===== src/msq_consts.svh =====
`ifndef MSQ_CONSTS_SVH
`define MSQ_CONSTS_SVH
// ----------------------------------------
// Sequence timing in conversion clocks, result counter steps and limit, clock rate in Hz
// ----------------------------------------
`define MSQ_CYCLE_COUNTS      2048
`define MSQ_INT_COUNTS_60HZ   545
`define MSQ_INT_COUNTS_50HZ   655
`define MSQ_PRE_ZI_60HZ       111
`define MSQ_PRE_ZI_50HZ       1
`define MSQ_POST_ZI_COUNTS    20
`define MSQ_DEINT_MAX_COUNTS  128
`define MSQ_X8_COUNTS         16
`define MSQ_POL_EARLY_COUNTS  2
`define MSQ_STEP_DEINT1       512
`define MSQ_STEP_DEINT2       64
`define MSQ_STEP_DEINT3       8
`define MSQ_STEP_DEINT4       1
`define MSQ_HARD_LIMIT        350440
`define MSQ_CONV_CLK_HZ       32768
`endif


===== src/msq_pkg.sv =====
package msq_pkg;
  typedef enum logic [6:0] {
    MSQ_ZERO_INT = 7'h01,
    MSQ_PRE_ZI   = 7'h02,
    MSQ_INTEG    = 7'h04,
    MSQ_DEINT    = 7'h08,
    MSQ_REST     = 7'h10,
    MSQ_TIMES8   = 7'h20,
    MSQ_POST_ZI  = 7'h40
  } msq_phase_t;
endpackage


===== src/msq_sequencer.sv =====
`timescale 1ns/100ps
`include "msq_consts.svh"
// Notes on behaviour
// - Result range up to 350,440 counts from a 32.768 kHz conversion clock.
// - Deintegration ends on the clock edge after the comparator zero crossing.
// - Integrate routes low terminal to integrator, high terminal to buffer.
// - Integrate lasts 545 clocks in 60 Hz mode, 655 in 50 Hz mode.
// - Integrator polarity at integrate end picks first deintegration direction.
// - First deintegration ends at discharge, then rest with inputs at ground.
// - Polarity resampled shortly before maximum deintegration period expires, only if rest has already begun by then.
// - Every deintegration followed by rest until that phase's maximum count.
// - After first deintegration a times-eight phase inverts and multiplies residue.
// - Second and third deintegrations also followed by times-eight; three times-eight phases, four deintegrations in all.
// - Residue deintegrations count opposite to the preceding one after an overshoot, same way otherwise.
// - Hold in zero-integrate from reset until a start arrives.
// - After start, 111 more zero-integrate clocks at 60 Hz, one at 50 Hz.
// - Twenty zero-integrate clocks at the end of every conversion.
// - Results counter steps 512, 64, 8 then 1 across the four deintegrations.
// - Done flag set as post zero-integrate ends, cleared by the next start.
// - Results counter copied into results register as the last rest ends, before post zero-integrate.
// - Results beyond hard limit saturate at plus or minus 350,440.
module msq_sequencer
  import msq_pkg::*;
#(
  parameter int RES_W = 20
) (
  input  wire logic             ref_clk_in,
  input  wire logic             arst_n_in,
  input  wire logic             clk_en_in,
  input  wire logic             start_in,
  input  wire logic             mode_50hz_in,
  input  wire logic             comp_zero_in,
  input  wire logic             int_positive_in,
  output logic                  sw_input_low_terminal_out,
  output logic                  sw_input_high_terminal_out,
  output logic                  sw_agnd_out,
  output logic                  sw_deint_pos_out,
  output logic                  sw_deint_neg_out,
  output logic                  sw_times_eight_phase_out,
  output logic                  sw_zero_int_out,
  output logic                  integrating_out,
  output logic                  conv_done_out,
  output logic signed [RES_W-1:0] result_out
);
  // ----------------------------------------
  // Constants
  // ----------------------------------------
  localparam logic [9:0]  INT_60     = 10'(`MSQ_INT_COUNTS_60HZ);
  localparam logic [9:0]  INT_50     = 10'(`MSQ_INT_COUNTS_50HZ);
  localparam logic [9:0]  PRE_60     = 10'(`MSQ_PRE_ZI_60HZ);
  localparam logic [9:0]  PRE_50     = 10'(`MSQ_PRE_ZI_50HZ);
  localparam logic [9:0]  POST_ZI    = 10'(`MSQ_POST_ZI_COUNTS);
  localparam logic [9:0]  DEINT_MAX  = 10'(`MSQ_DEINT_MAX_COUNTS);
  localparam logic [9:0]  X8_LEN     = 10'(`MSQ_X8_COUNTS);
  localparam logic [9:0]  POL_EARLY  = 10'(`MSQ_POL_EARLY_COUNTS);
  localparam logic signed [RES_W-1:0] LIM_POS = RES_W'(`MSQ_HARD_LIMIT);
  localparam logic signed [RES_W-1:0] LIM_NEG = -RES_W'(`MSQ_HARD_LIMIT);

  // ----------------------------------------
  // State
  // ----------------------------------------
  msq_phase_t                phase;
  logic [9:0]                phase_cnt;
  logic [1:0]                deint_idx;
  logic                      dir_pos;
  logic                      cnt_up;
  logic                      zc_seen;
  logic signed [RES_W-1:0]   res_cnt;
  logic signed [RES_W-1:0]   step;
  logic signed [RES_W-1:0]   next_res;
  logic signed [RES_W+1:0]   sum_wide;
  logic                      last_deint;
  logic                      phase_end;

  always_comb begin
    unique case (deint_idx)
      2'd0: step = RES_W'(`MSQ_STEP_DEINT1);
      2'd1: step = RES_W'(`MSQ_STEP_DEINT2);
      2'd2: step = RES_W'(`MSQ_STEP_DEINT3);
      2'd3: step = RES_W'(`MSQ_STEP_DEINT4);
    endcase
  end

  // Saturating accumulate; wide sum avoids wrap before the limit check
  always_comb begin
    if (cnt_up) begin
      sum_wide = (RES_W+2)'(res_cnt) + (RES_W+2)'(step);
    end else begin
      sum_wide = (RES_W+2)'(res_cnt) - (RES_W+2)'(step);
    end
    if (sum_wide > (RES_W+2)'(LIM_POS)) begin
      next_res = LIM_POS;
    end else if (sum_wide < (RES_W+2)'(LIM_NEG)) begin
      next_res = LIM_NEG;
    end else begin
      next_res = RES_W'(sum_wide);
    end
  end

  assign last_deint = (deint_idx == 2'd3);
  assign phase_end  = (phase_cnt == 10'd1);

  // ----------------------------------------
  // Phase sequencing
  // ----------------------------------------
  always_ff @(posedge ref_clk_in or negedge arst_n_in) begin
    if (!arst_n_in) begin
      phase     <= MSQ_ZERO_INT;
      phase_cnt <= 10'h000;
      deint_idx <= 2'h0;
      zc_seen   <= 1'b0;
    end else if (clk_en_in) begin
      unique case (phase)
        MSQ_ZERO_INT: begin
          if (start_in) begin
            phase     <= MSQ_PRE_ZI;
            phase_cnt <= mode_50hz_in ? PRE_50 : PRE_60;
          end
        end
        MSQ_PRE_ZI: begin
          if (phase_end) begin
            phase     <= MSQ_INTEG;
            phase_cnt <= mode_50hz_in ? INT_50 : INT_60;
          end else begin
            phase_cnt <= phase_cnt - 10'd1;
          end
        end
        MSQ_INTEG: begin
          if (phase_end) begin
            phase     <= MSQ_DEINT;
            phase_cnt <= DEINT_MAX;
            deint_idx <= 2'h0;
            zc_seen   <= 1'b0;
          end else begin
            phase_cnt <= phase_cnt - 10'd1;
          end
        end
        MSQ_DEINT: begin
          // Comparator sampled at this edge; switch outputs follow on the next edge, not async
          if (comp_zero_in || phase_end) begin
            phase   <= MSQ_REST;
            zc_seen <= 1'b1;
          end
          // Held at one so a full-length deintegration still gets a rest edge
          if (!phase_end) begin
            phase_cnt <= phase_cnt - 10'd1;
          end
        end
        MSQ_REST: begin
          if (phase_end) begin
            if (last_deint) begin
              phase     <= MSQ_POST_ZI;
              phase_cnt <= POST_ZI;
            end else begin
              phase     <= MSQ_TIMES8;
              phase_cnt <= X8_LEN;
            end
          end else begin
            phase_cnt <= phase_cnt - 10'd1;
          end
        end
        MSQ_TIMES8: begin
          if (phase_end) begin
            phase     <= MSQ_DEINT;
            phase_cnt <= DEINT_MAX;
            deint_idx <= deint_idx + 2'd1;
            zc_seen   <= 1'b0;
          end else begin
            phase_cnt <= phase_cnt - 10'd1;
          end
        end
        MSQ_POST_ZI: begin
          if (phase_end) begin
            phase <= MSQ_ZERO_INT;
          end else begin
            phase_cnt <= phase_cnt - 10'd1;
          end
        end
      endcase
    end
  end

  // ----------------------------------------
  // Deintegration polarity
  // ----------------------------------------
  always_ff @(posedge ref_clk_in or negedge arst_n_in) begin
    if (!arst_n_in) begin
      dir_pos <= 1'b0;
      cnt_up  <= 1'b0;
    end else if (clk_en_in) begin
      if (phase == MSQ_INTEG && phase_end) begin
        dir_pos <= int_positive_in;
        cnt_up  <= int_positive_in;
      end else if (phase == MSQ_REST && phase_cnt == POL_EARLY) begin
        // Sampled before times-eight, which flips the residue's sign
        dir_pos <= !int_positive_in;
        // Overshoot past zero reverses the count; undershoot keeps it
        cnt_up  <= cnt_up ^ (int_positive_in != dir_pos);
      end
    end
  end

  // ----------------------------------------
  // Results counter and register
  // ----------------------------------------
  always_ff @(posedge ref_clk_in or negedge arst_n_in) begin
    if (!arst_n_in) begin
      res_cnt <= '0;
    end else if (clk_en_in) begin
      if (phase == MSQ_INTEG) begin
        res_cnt <= '0;
      end else if (phase == MSQ_DEINT) begin
        res_cnt <= next_res;
      end
    end
  end

  always_ff @(posedge ref_clk_in or negedge arst_n_in) begin
    if (!arst_n_in) begin
      result_out <= '0;
    end else if (clk_en_in) begin
      if (phase == MSQ_REST && phase_end && last_deint) begin
        result_out <= res_cnt;
      end
    end
  end

  // ----------------------------------------
  // Done flag
  // ----------------------------------------
  always_ff @(posedge ref_clk_in or negedge arst_n_in) begin
    if (!arst_n_in) begin
      conv_done_out <= 1'b0;
    end else if (clk_en_in) begin
      if (phase == MSQ_POST_ZI && phase_end) begin
        conv_done_out <= 1'b1;
      end else if (phase == MSQ_ZERO_INT && start_in) begin
        conv_done_out <= 1'b0;
      end
    end
  end

  // ----------------------------------------
  // Switch commands, registered for glitch-free analog drive
  // ----------------------------------------
  always_ff @(posedge ref_clk_in or negedge arst_n_in) begin
    if (!arst_n_in) begin
      sw_input_low_terminal_out  <= 1'b0;
      sw_input_high_terminal_out <= 1'b0;
      sw_agnd_out                <= 1'b0;
      sw_deint_pos_out           <= 1'b0;
      sw_deint_neg_out           <= 1'b0;
      sw_times_eight_phase_out   <= 1'b0;
      sw_zero_int_out            <= 1'b1;
      integrating_out            <= 1'b0;
    end else if (clk_en_in) begin
      sw_input_low_terminal_out  <= (phase == MSQ_INTEG);
      sw_input_high_terminal_out <= (phase == MSQ_INTEG);
      sw_agnd_out                <= (phase == MSQ_REST);
      sw_deint_pos_out           <= (phase == MSQ_DEINT) && dir_pos;
      sw_deint_neg_out           <= (phase == MSQ_DEINT) && !dir_pos;
      sw_times_eight_phase_out   <= (phase == MSQ_TIMES8);
      sw_zero_int_out            <= (phase == MSQ_ZERO_INT) || (phase == MSQ_PRE_ZI)
                                    || (phase == MSQ_POST_ZI);
      integrating_out            <= (phase == MSQ_INTEG);
    end
  end
endmodule


===== config.mk =====
export PLATFORM = sky130hd
export DESIGN_NAME = msq_sequencer
export DESIGN_NICKNAME = d
export VERILOG_FILES = /design/src/msq_pkg.sv /design/src/msq_sequencer.sv
export VERILOG_INCLUDE_DIRS = /design/src
export SDC_FILE = /design/constraint.sdc
export NUM_CORES = 1
export LEC_CHECK = 0
export ABC_AREA = 1
export BUFFER_PORTS_ARGS = -buffer_cell sky130_fd_sc_hd__buf_4
export CAP_MARGIN = 20
export CORE_UTILIZATION = 62
export CTS_CLUSTER_DIAMETER = 200
export CTS_CLUSTER_SIZE = 10
export DETAILED_ROUTE_END_ITERATION = 12
export PLACE_DENSITY = 0.88
export SLEW_MARGIN = 5
export SYNTH_ARGS = -nofsm -noshare
export SYNTH_HDL_FRONTEND = slang
export SYNTH_SLANG_ARGS = --single-unit

===== constraint.sdc =====
create_clock -name ref_clk_in -period 3.4 [get_ports ref_clk_in]
set_input_delay 0.34 -clock ref_clk_in [delete_from_list [all_inputs] [get_ports ref_clk_in]]
set_output_delay 0.34 -clock ref_clk_in [all_outputs]
set_load 0.01 [all_outputs]

==> flow_summary.ini, run 1 <==
[status]
status = finished with violations
failed_checks = setup timing

[route]
routed_via_density = 6.50
drt_wl_total_um = 19500
wl_met3_um = 2530
highest_layer = met4
drt-met1-wl_um = 7350
wire_per_inst_um = 21.1
dr_wl_met2_um = 8780
ant_nets = 0
drtPass1Iterations = 6
vias = 6029
drc = 0
first_iter_violations = 667

[synth]
synth.top_cell.area_share_pct = 31.8
synth_seq_cells = 68
synth-edff-count = 0
ys_seq_area_share_pct = 32.8
synth-compound-area-share_pct = 10.4
synth-warning-count = 0
synth_top_family_by_area = simple AND/OR/NAND/NOR gates
postSynthCellCount = 739
synth.top_cells.by_area = dfrtp_1, nand2_1, ha_1
synth_top_flop_cell = dfrtp_1
synthArstFlopShare_pct = 100
synthAdderAreaFrac_pct = 6.51
yosysTopAreaCell = dfrtp_1
synth_mux_area_share_pct = 3.25
postSynthAreaPerCell_um2 = 7.02
synth-simple-area-share_pct = 36.6
syn-cell-area_um2 = 5190
synth_fp_nets = 773
synth_cell_types = 47
synthXorXnorAreaFrac_pct = 2.53

[clock_network]
cts_tree = built
cts_hold_buf = 0
worstSkewPairLatency_ns = 0.36
htreeDepth = 3
cts_buffer_depth = 2
numCtsBuffers = 9
clkSlewWorstSetupHoldPaths_ns = 0.09
cts_root_buffer = clkbuf_8
clock_sinks = 68

[finish]
final_area_um2 = 6640
diodes = 0
synthToLayoutAreaGrowth_pct = 27.9
final_util_pct = 81.2
fin_nets = 852
drive_gt1_share_pct = 30.3
layout_common_cells = nand2_1, inv_1, buf_4
final_common_cell = nand2_1
fillers = 484

[placed_design]
place_area_um2 = 5590
io_buffers = 35
hpwl_um = 11900
gp_congestion = 0.972

[sta]
worst_clock_skew_ns = 0.0103
finalHoldViolations = 0
setup_tns_ns = -2.05
period_share_pct = 105
setup_violations = 19
tightest_slew_ns = 0.871
rsz0062_at_grt = true
relSlewSlack_pct = 42.0
period_minus_slack_ns = 3.58
maxSlewViolCount = 0
clock.fmax_mhz = 280
hold_ws_ns = 0.0795
layout_setup_ws_ns = -0.178

[worst_setup_path]
cp_top_family = simple AND/OR/NAND/NOR gates
cp-end-kind = flop
crit_chain = ha_1 -> inv_2 -> ha_4 -> nand2_2 -> o21ai_2 -> ha_1 -> nand4_1 -> nand2_1 -> nand3_1 -> nand2_2 -> nor2_4 -> xnor2_2 -> nor2_2 -> nor2_1 -> a21oi_2 -> nor2_4 -> nor2_4 -> nand3_4 -> buf_4 -> nand2_1 -> nand2_2 -> nand2_1 -> nand2_1
cp.required_ns = 3.64
path_class = reg -> reg
critPathBufInv = 2
slowest_delay_ns = 0.46
path_max_fanout = 5
worstPathArrival_ns = 3.81
cp-start-kind = flop
slowest_stage = dfrtp_2
path_common_cell = nand2_1

[floorplanning]
rows = 33
io-pin-count = 36
die-area_um2 = 8740
die_w_um = 93.5
initial_core_util_pct = 63.5
die_y_um = 93.5
core_um2 = 8180

[global_routing]
grt_pass1_wl_um = 25700
grt_use_total_pct = 39.0
grt_max_degree = 69
grt_overflow = 0
grt_antenna_before_repair = 0
grt_pass1_vias = 5142

[run]
max_cap_violations = 0

[pwr]
ir_drop_mv = 0.655
leakagePower_uw = 0.00343
powerDensity_nw_per_um2 = 949

[worst_hold_path]
hp-class = in -> async
-- through the flow --
step	power, uW	cells	setup WS [ns]
2_1_floorplan	3270	739	0.360
3_5_place_dp	4030	878	-0.201
5_1_grt	6580	928	-0.304
4_1_cts	5100	902	-0.00632
6_report	6300	928	-0.178
3_3_place_gp	3970	878	-0.0426
-- sequential cells by signal, summed over array words and instances, names as in the netlist, 2 cells and up --
name,cells
phase_cnt,10
res_cnt,20
result_out,20
phase,7
deint_idx,2
-- cells by family (layout without fill, tap and decap cells) --
group,Yosys count,count (layout)
simple gates,420,422
flops,68,68
xor+xnor,15,15
mux,15,15
fa+ha+maj,27,27
compound gates,91,91
buf+inv,103,185
-- cell usage after synthesis, types with 7 or more instances --
master	count
nand4_1	17
nand2_1	242
dfrtp_1	66
mux2_2	15
inv_1	88
xor2_1	10
nor2_1	58
nand2_2	15
ha_1	27
nor3_1	7
nand3_1	48
o21ai_1	7
o21ai_0	33
a21oi_1	24
-- power breakdown --
| group | switching, uW | total [uW] | internal [uW] |
|---|---|---|---|
| clock network | 364 | 856 | 492 |
| registers | 239 | 1220 | 982 |
| logic | 2750 | 4220 | 1470 |
| total | 3350 | 6300 | 2950 |
-- worst paths after layout --
path                                               from                      endpoint  slack (ns)  cells past startpoint
min in group ref_clk_in                       clk_en_in   sw_zero_int_out$_DFFE_PN1P_        0.30                      2
max                            deint_idx[1]$_DFFE_PN0P_        res_cnt[7]$_DFFE_PN0P_       -0.18                     23
min                                           arst_n_in       res_cnt[17]$_DFFE_PN0P_        0.08                      1
max in group asynchronous                     arst_n_in            cnt_up$_DFFE_PN0P_        2.69                      1
min reg2reg                sw_deint_pos_out$_DFFE_PN0P_  sw_deint_pos_out$_DFFE_PN0P_        0.49                      2
max reg2reg                    deint_idx[1]$_DFFE_PN0P_        res_cnt[7]$_DFFE_PN0P_       -0.18                     23
-- repair_timing --
| action | in CTS | in global routing |
|---|---|---|
| hold endpoints to repair | 0 | 0 |
| pin swaps | 10 | 57 |
| endpoints found under the setup margin | 19 | 19 |
| buffers inserted | 7 | 25 |
| resized for setup | 18 | 128 |
| cloned | 1 | 1 |
-- metal layers --
metal  vias to the layer above  GRT usage (%)
met2                       494           60.1
met4                         0           11.3
met5                         -              0
li1                       2576              -
met1                      2844           55.2
met3                       115           8.21
-- cell type report --
| type | count | area (um^2) | share of cell area (%) |
|---|---|---|---|
| multi-input combinational | 570 | 3610 | 54.3 |
| sequential | 68 | 1710 | 25.7 |
| timing repair buffer | 75 | 582 | 8.76 |
| inverter | 94 | 365 | 5.50 |
| tap | 105 | 131 | 1.98 |
| clock buffer | 9 | 124 | 1.87 |
| clock inverter | 7 | 124 | 1.87 |
Note: power is estimated with default switching activity, not from simulation.
==> run 2: changes to the inputs <==
Settings changed: CORE_UTILIZATION 62 to 54, PLACE_DENSITY 0.88 to 0.78.
==> run 2 against run 1 <==
- the flow now finishes without violations
- sequential power is essentially flat
- highest routed layer unchanged
- clock skew rose by 0.0031 ns
- largest power group unchanged
- critical path depth increased by 3
==> flow_summary.ini, run 2 (synthesis results as in run 1) <==
[worst_setup_path]
path_max_fanout = 7
cp-end-kind = flop
path_class = reg -> reg
worstPathArrival_ns = 3.66
r2r-end = res_cnt[13]$_DFFE_PN0P_
cp-start-kind = flop
cp.required_ns = 3.68
startpoint = deint_idx[0]$_DFFE_PN0P_
crit_end = res_cnt[13]$_DFFE_PN0P_
r2r_slack_ns = 0.01
regToRegStartpoint = deint_idx[0]$_DFFE_PN0P_
r2r_cells = 26

[clock_network]
cts_buffer_depth = 2
cts_root_buffer = clkbuf_8
clock_sinks = 68
worstSkewPairLatency_ns = 0.35
clkSlewWorstSetupHoldPaths_ns = 0.08
cts_tree = built
numCtsBuffers = 9
htreeDepth = 3

[floorplanning]
core_um2 = 9280
die-area_um2 = 10000
io-pin-count = 36
initial_core_util_pct = 55.9
rows = 35
die_y_um = 100
die_w_um = 100

[pwr]
ir_drop_mv = 0.443
leakagePower_uw = 0.00333
p_seq_share_pct = 21.3
powerDensity_nw_per_um2 = 868
power.share.combinational_pct = 65.0
swShare_pct = 52.7
total_power_uw = 5640
switchingPower_uw = 2970
clkPwrFrac_pct = 13.7
p_int_uw = 2670

[finish]
final_common_cell = nand2_1
synthToLayoutAreaGrowth_pct = 25.2
drive_gt1_share_pct = 28.9
fin_nets = 839
layout_common_cells = nand2_1, inv_1, dfrtp_1
reg_top3 = res_cnt: 20 flops, result_out: 20 flops, phase_cnt: 10 flops
fillers = 713
diodes = 0

[route]
ant_nets = 0
routed_via_density = 5.72
wire_per_inst_um = 16.4
drc = 0
vias = 5369
first_iter_violations = 457
drtPass1Iterations = 7
drt_wl_total_um = 15400

[sta]
relSlewSlack_pct = 44.4
worst_clock_skew_ns = 0.0134
period_minus_slack_ns = 3.39
clock.fmax_mhz = 295
rsz0062_at_grt = true
layout_setup_ws_ns = 0.0132
period_share_pct = 99.6
maxSlewViolCount = 0
setup_violations = 0
tightest_slew_ns = 0.834
hold_ws_ns = 0.0824
finalHoldViolations = 0

[placed_design]
hpwl_um = 10900
gp_congestion = 0.943
dp_slack_ns = -0.0982
io_buffers = 35

[global_routing]
grt_pass1_wl_um = 23100
grt_antenna_before_repair = 0
grt_max_degree = 69
grt_overflow = 0
grt_pass1_vias = 4842
grt_use_total_pct = 29.8

[status]
status = completed

[worst_hold_path]
hp-class = in -> async

[run]
max_cap_violations = 0
==> run 2: changes by cell type in the layout (fill, tap and decap cells not counted), sizes merged <==
| cell | previous run | this run |
|---|---|---|
| bufinv | 3 | 2 |
| inv | 93 | 92 |
| buf | 75 | 61 |
| clkinv | 4 | 3 |
| clkinvlp | 1 | 0 |
| nand3 | 59 | 60 |
| clkbuf | 9 | 13 |
==> run 2: critical path, cell delays in order, from the launching register on <==
cell     delay (ns)
dfrtp_1        0.43
inv_2          0.12
ha_4           0.15
inv_4          0.04
ha_4           0.21
nand2_4        0.08
o21ai_4        0.08
ha_4           0.28
nand4_1        0.11
nand2_1        0.13
nand3_1        0.09
nand2_2        0.13
nand2_2        0.09
nand2_2        0.11
nand2_4        0.06
nand3_2        0.08
nand2_1        0.07
nand2_2        0.15
buf_4          0.14
nand3_1        0.11
nor2_2         0.13
nand2_2        0.10
nand3_4        0.14
nand2_4        0.08
inv_4          0.10
nand2_1        0.06
nand2_1        0.06
==> run 2: per-stage QoR <==
step | setup TNS [ns] | std cells | util [%] | cell area (um^2)
after floorplan | 0 | 739 | - | 5190
after global placement | 0 | 901 | 60.5 | 5620
after CTS | -0.0404 | 920 | 63.3 | 5880
after detailed placement | -0.733 | 901 | 60.5 | 5620
final | 0 | 939 | 70.0 | 6500
after global routing | -2.06 | 939 | 70.0 | 6500
==> run 2: repair_timing <==
item / CTS / global route
cloned: 2 / 1
gates resized for setup: 4 / 127
hold buffers: 0 / 0
pin swaps: 1 / 60
endpoints found under the setup margin: 19 / 19
buffers inserted: 1 / 18
hold endpoints to repair: 0 / 0
==> run 2: cell type report <==
cell class / instances / area, um^2 / share of cell area, %
clock buffers: 13 / 159 / 2.45
clock inverters: 3 / 68.8 / 1.06
inverters: 94 / 360 / 5.54
multi-input cells: 571 / 3580 / 55.1
flip-flops and latches: 68 / 1710 / 26.3
well taps: 129 / 161 / 2.48
repair buffers: 61 / 462 / 7.10
==> run 2: power groups by stage <==
stage	clock, uW	combinational [uW]	sequential (uW)
final	771	3670	1200
after global routing	815	3980	1210
after global placement	0	2750	1180
after detailed placement	0	2790	1190
after CTS	776	2880	1180
after floorplan	0	2150	1120
==> run 2: layer usage <==
metal	up-vias	global-route usage, %	wire length (um)
met5	-	0	0
met4	0	8.25	342
met3	43	8.77	1530
met2	270	43.7	6780
met1	2498	42.9	6710
li1	2558	-	-
==> run 2: how the worst min path moves through the flow <==
stage,slack [ns],depth (start not counted),startpoint,endpoint
6_report,0.08,1,arst_n_in,phase_cnt[8]$_DFFE_PN0P_
5_1_grt,0.17,1,arst_n_in,phase_cnt[5]$_DFFE_PN0P_
4_1_cts,0.12,1,arst_n_in,phase_cnt[2]$_DFFE_PN0P_
3_5_place_dp,0.48,2,sw_times_eight_phase_out$_DFFE_PN0P_,sw_times_eight_phase_out$_DFFE_PN0P_
3_3_place_gp,0.47,2,sw_agnd_out$_DFFE_PN0P_,sw_agnd_out$_DFFE_PN0P_
2_1_floorplan,0.04,0,arst_n_in,cnt_up$_DFFE_PN0P_
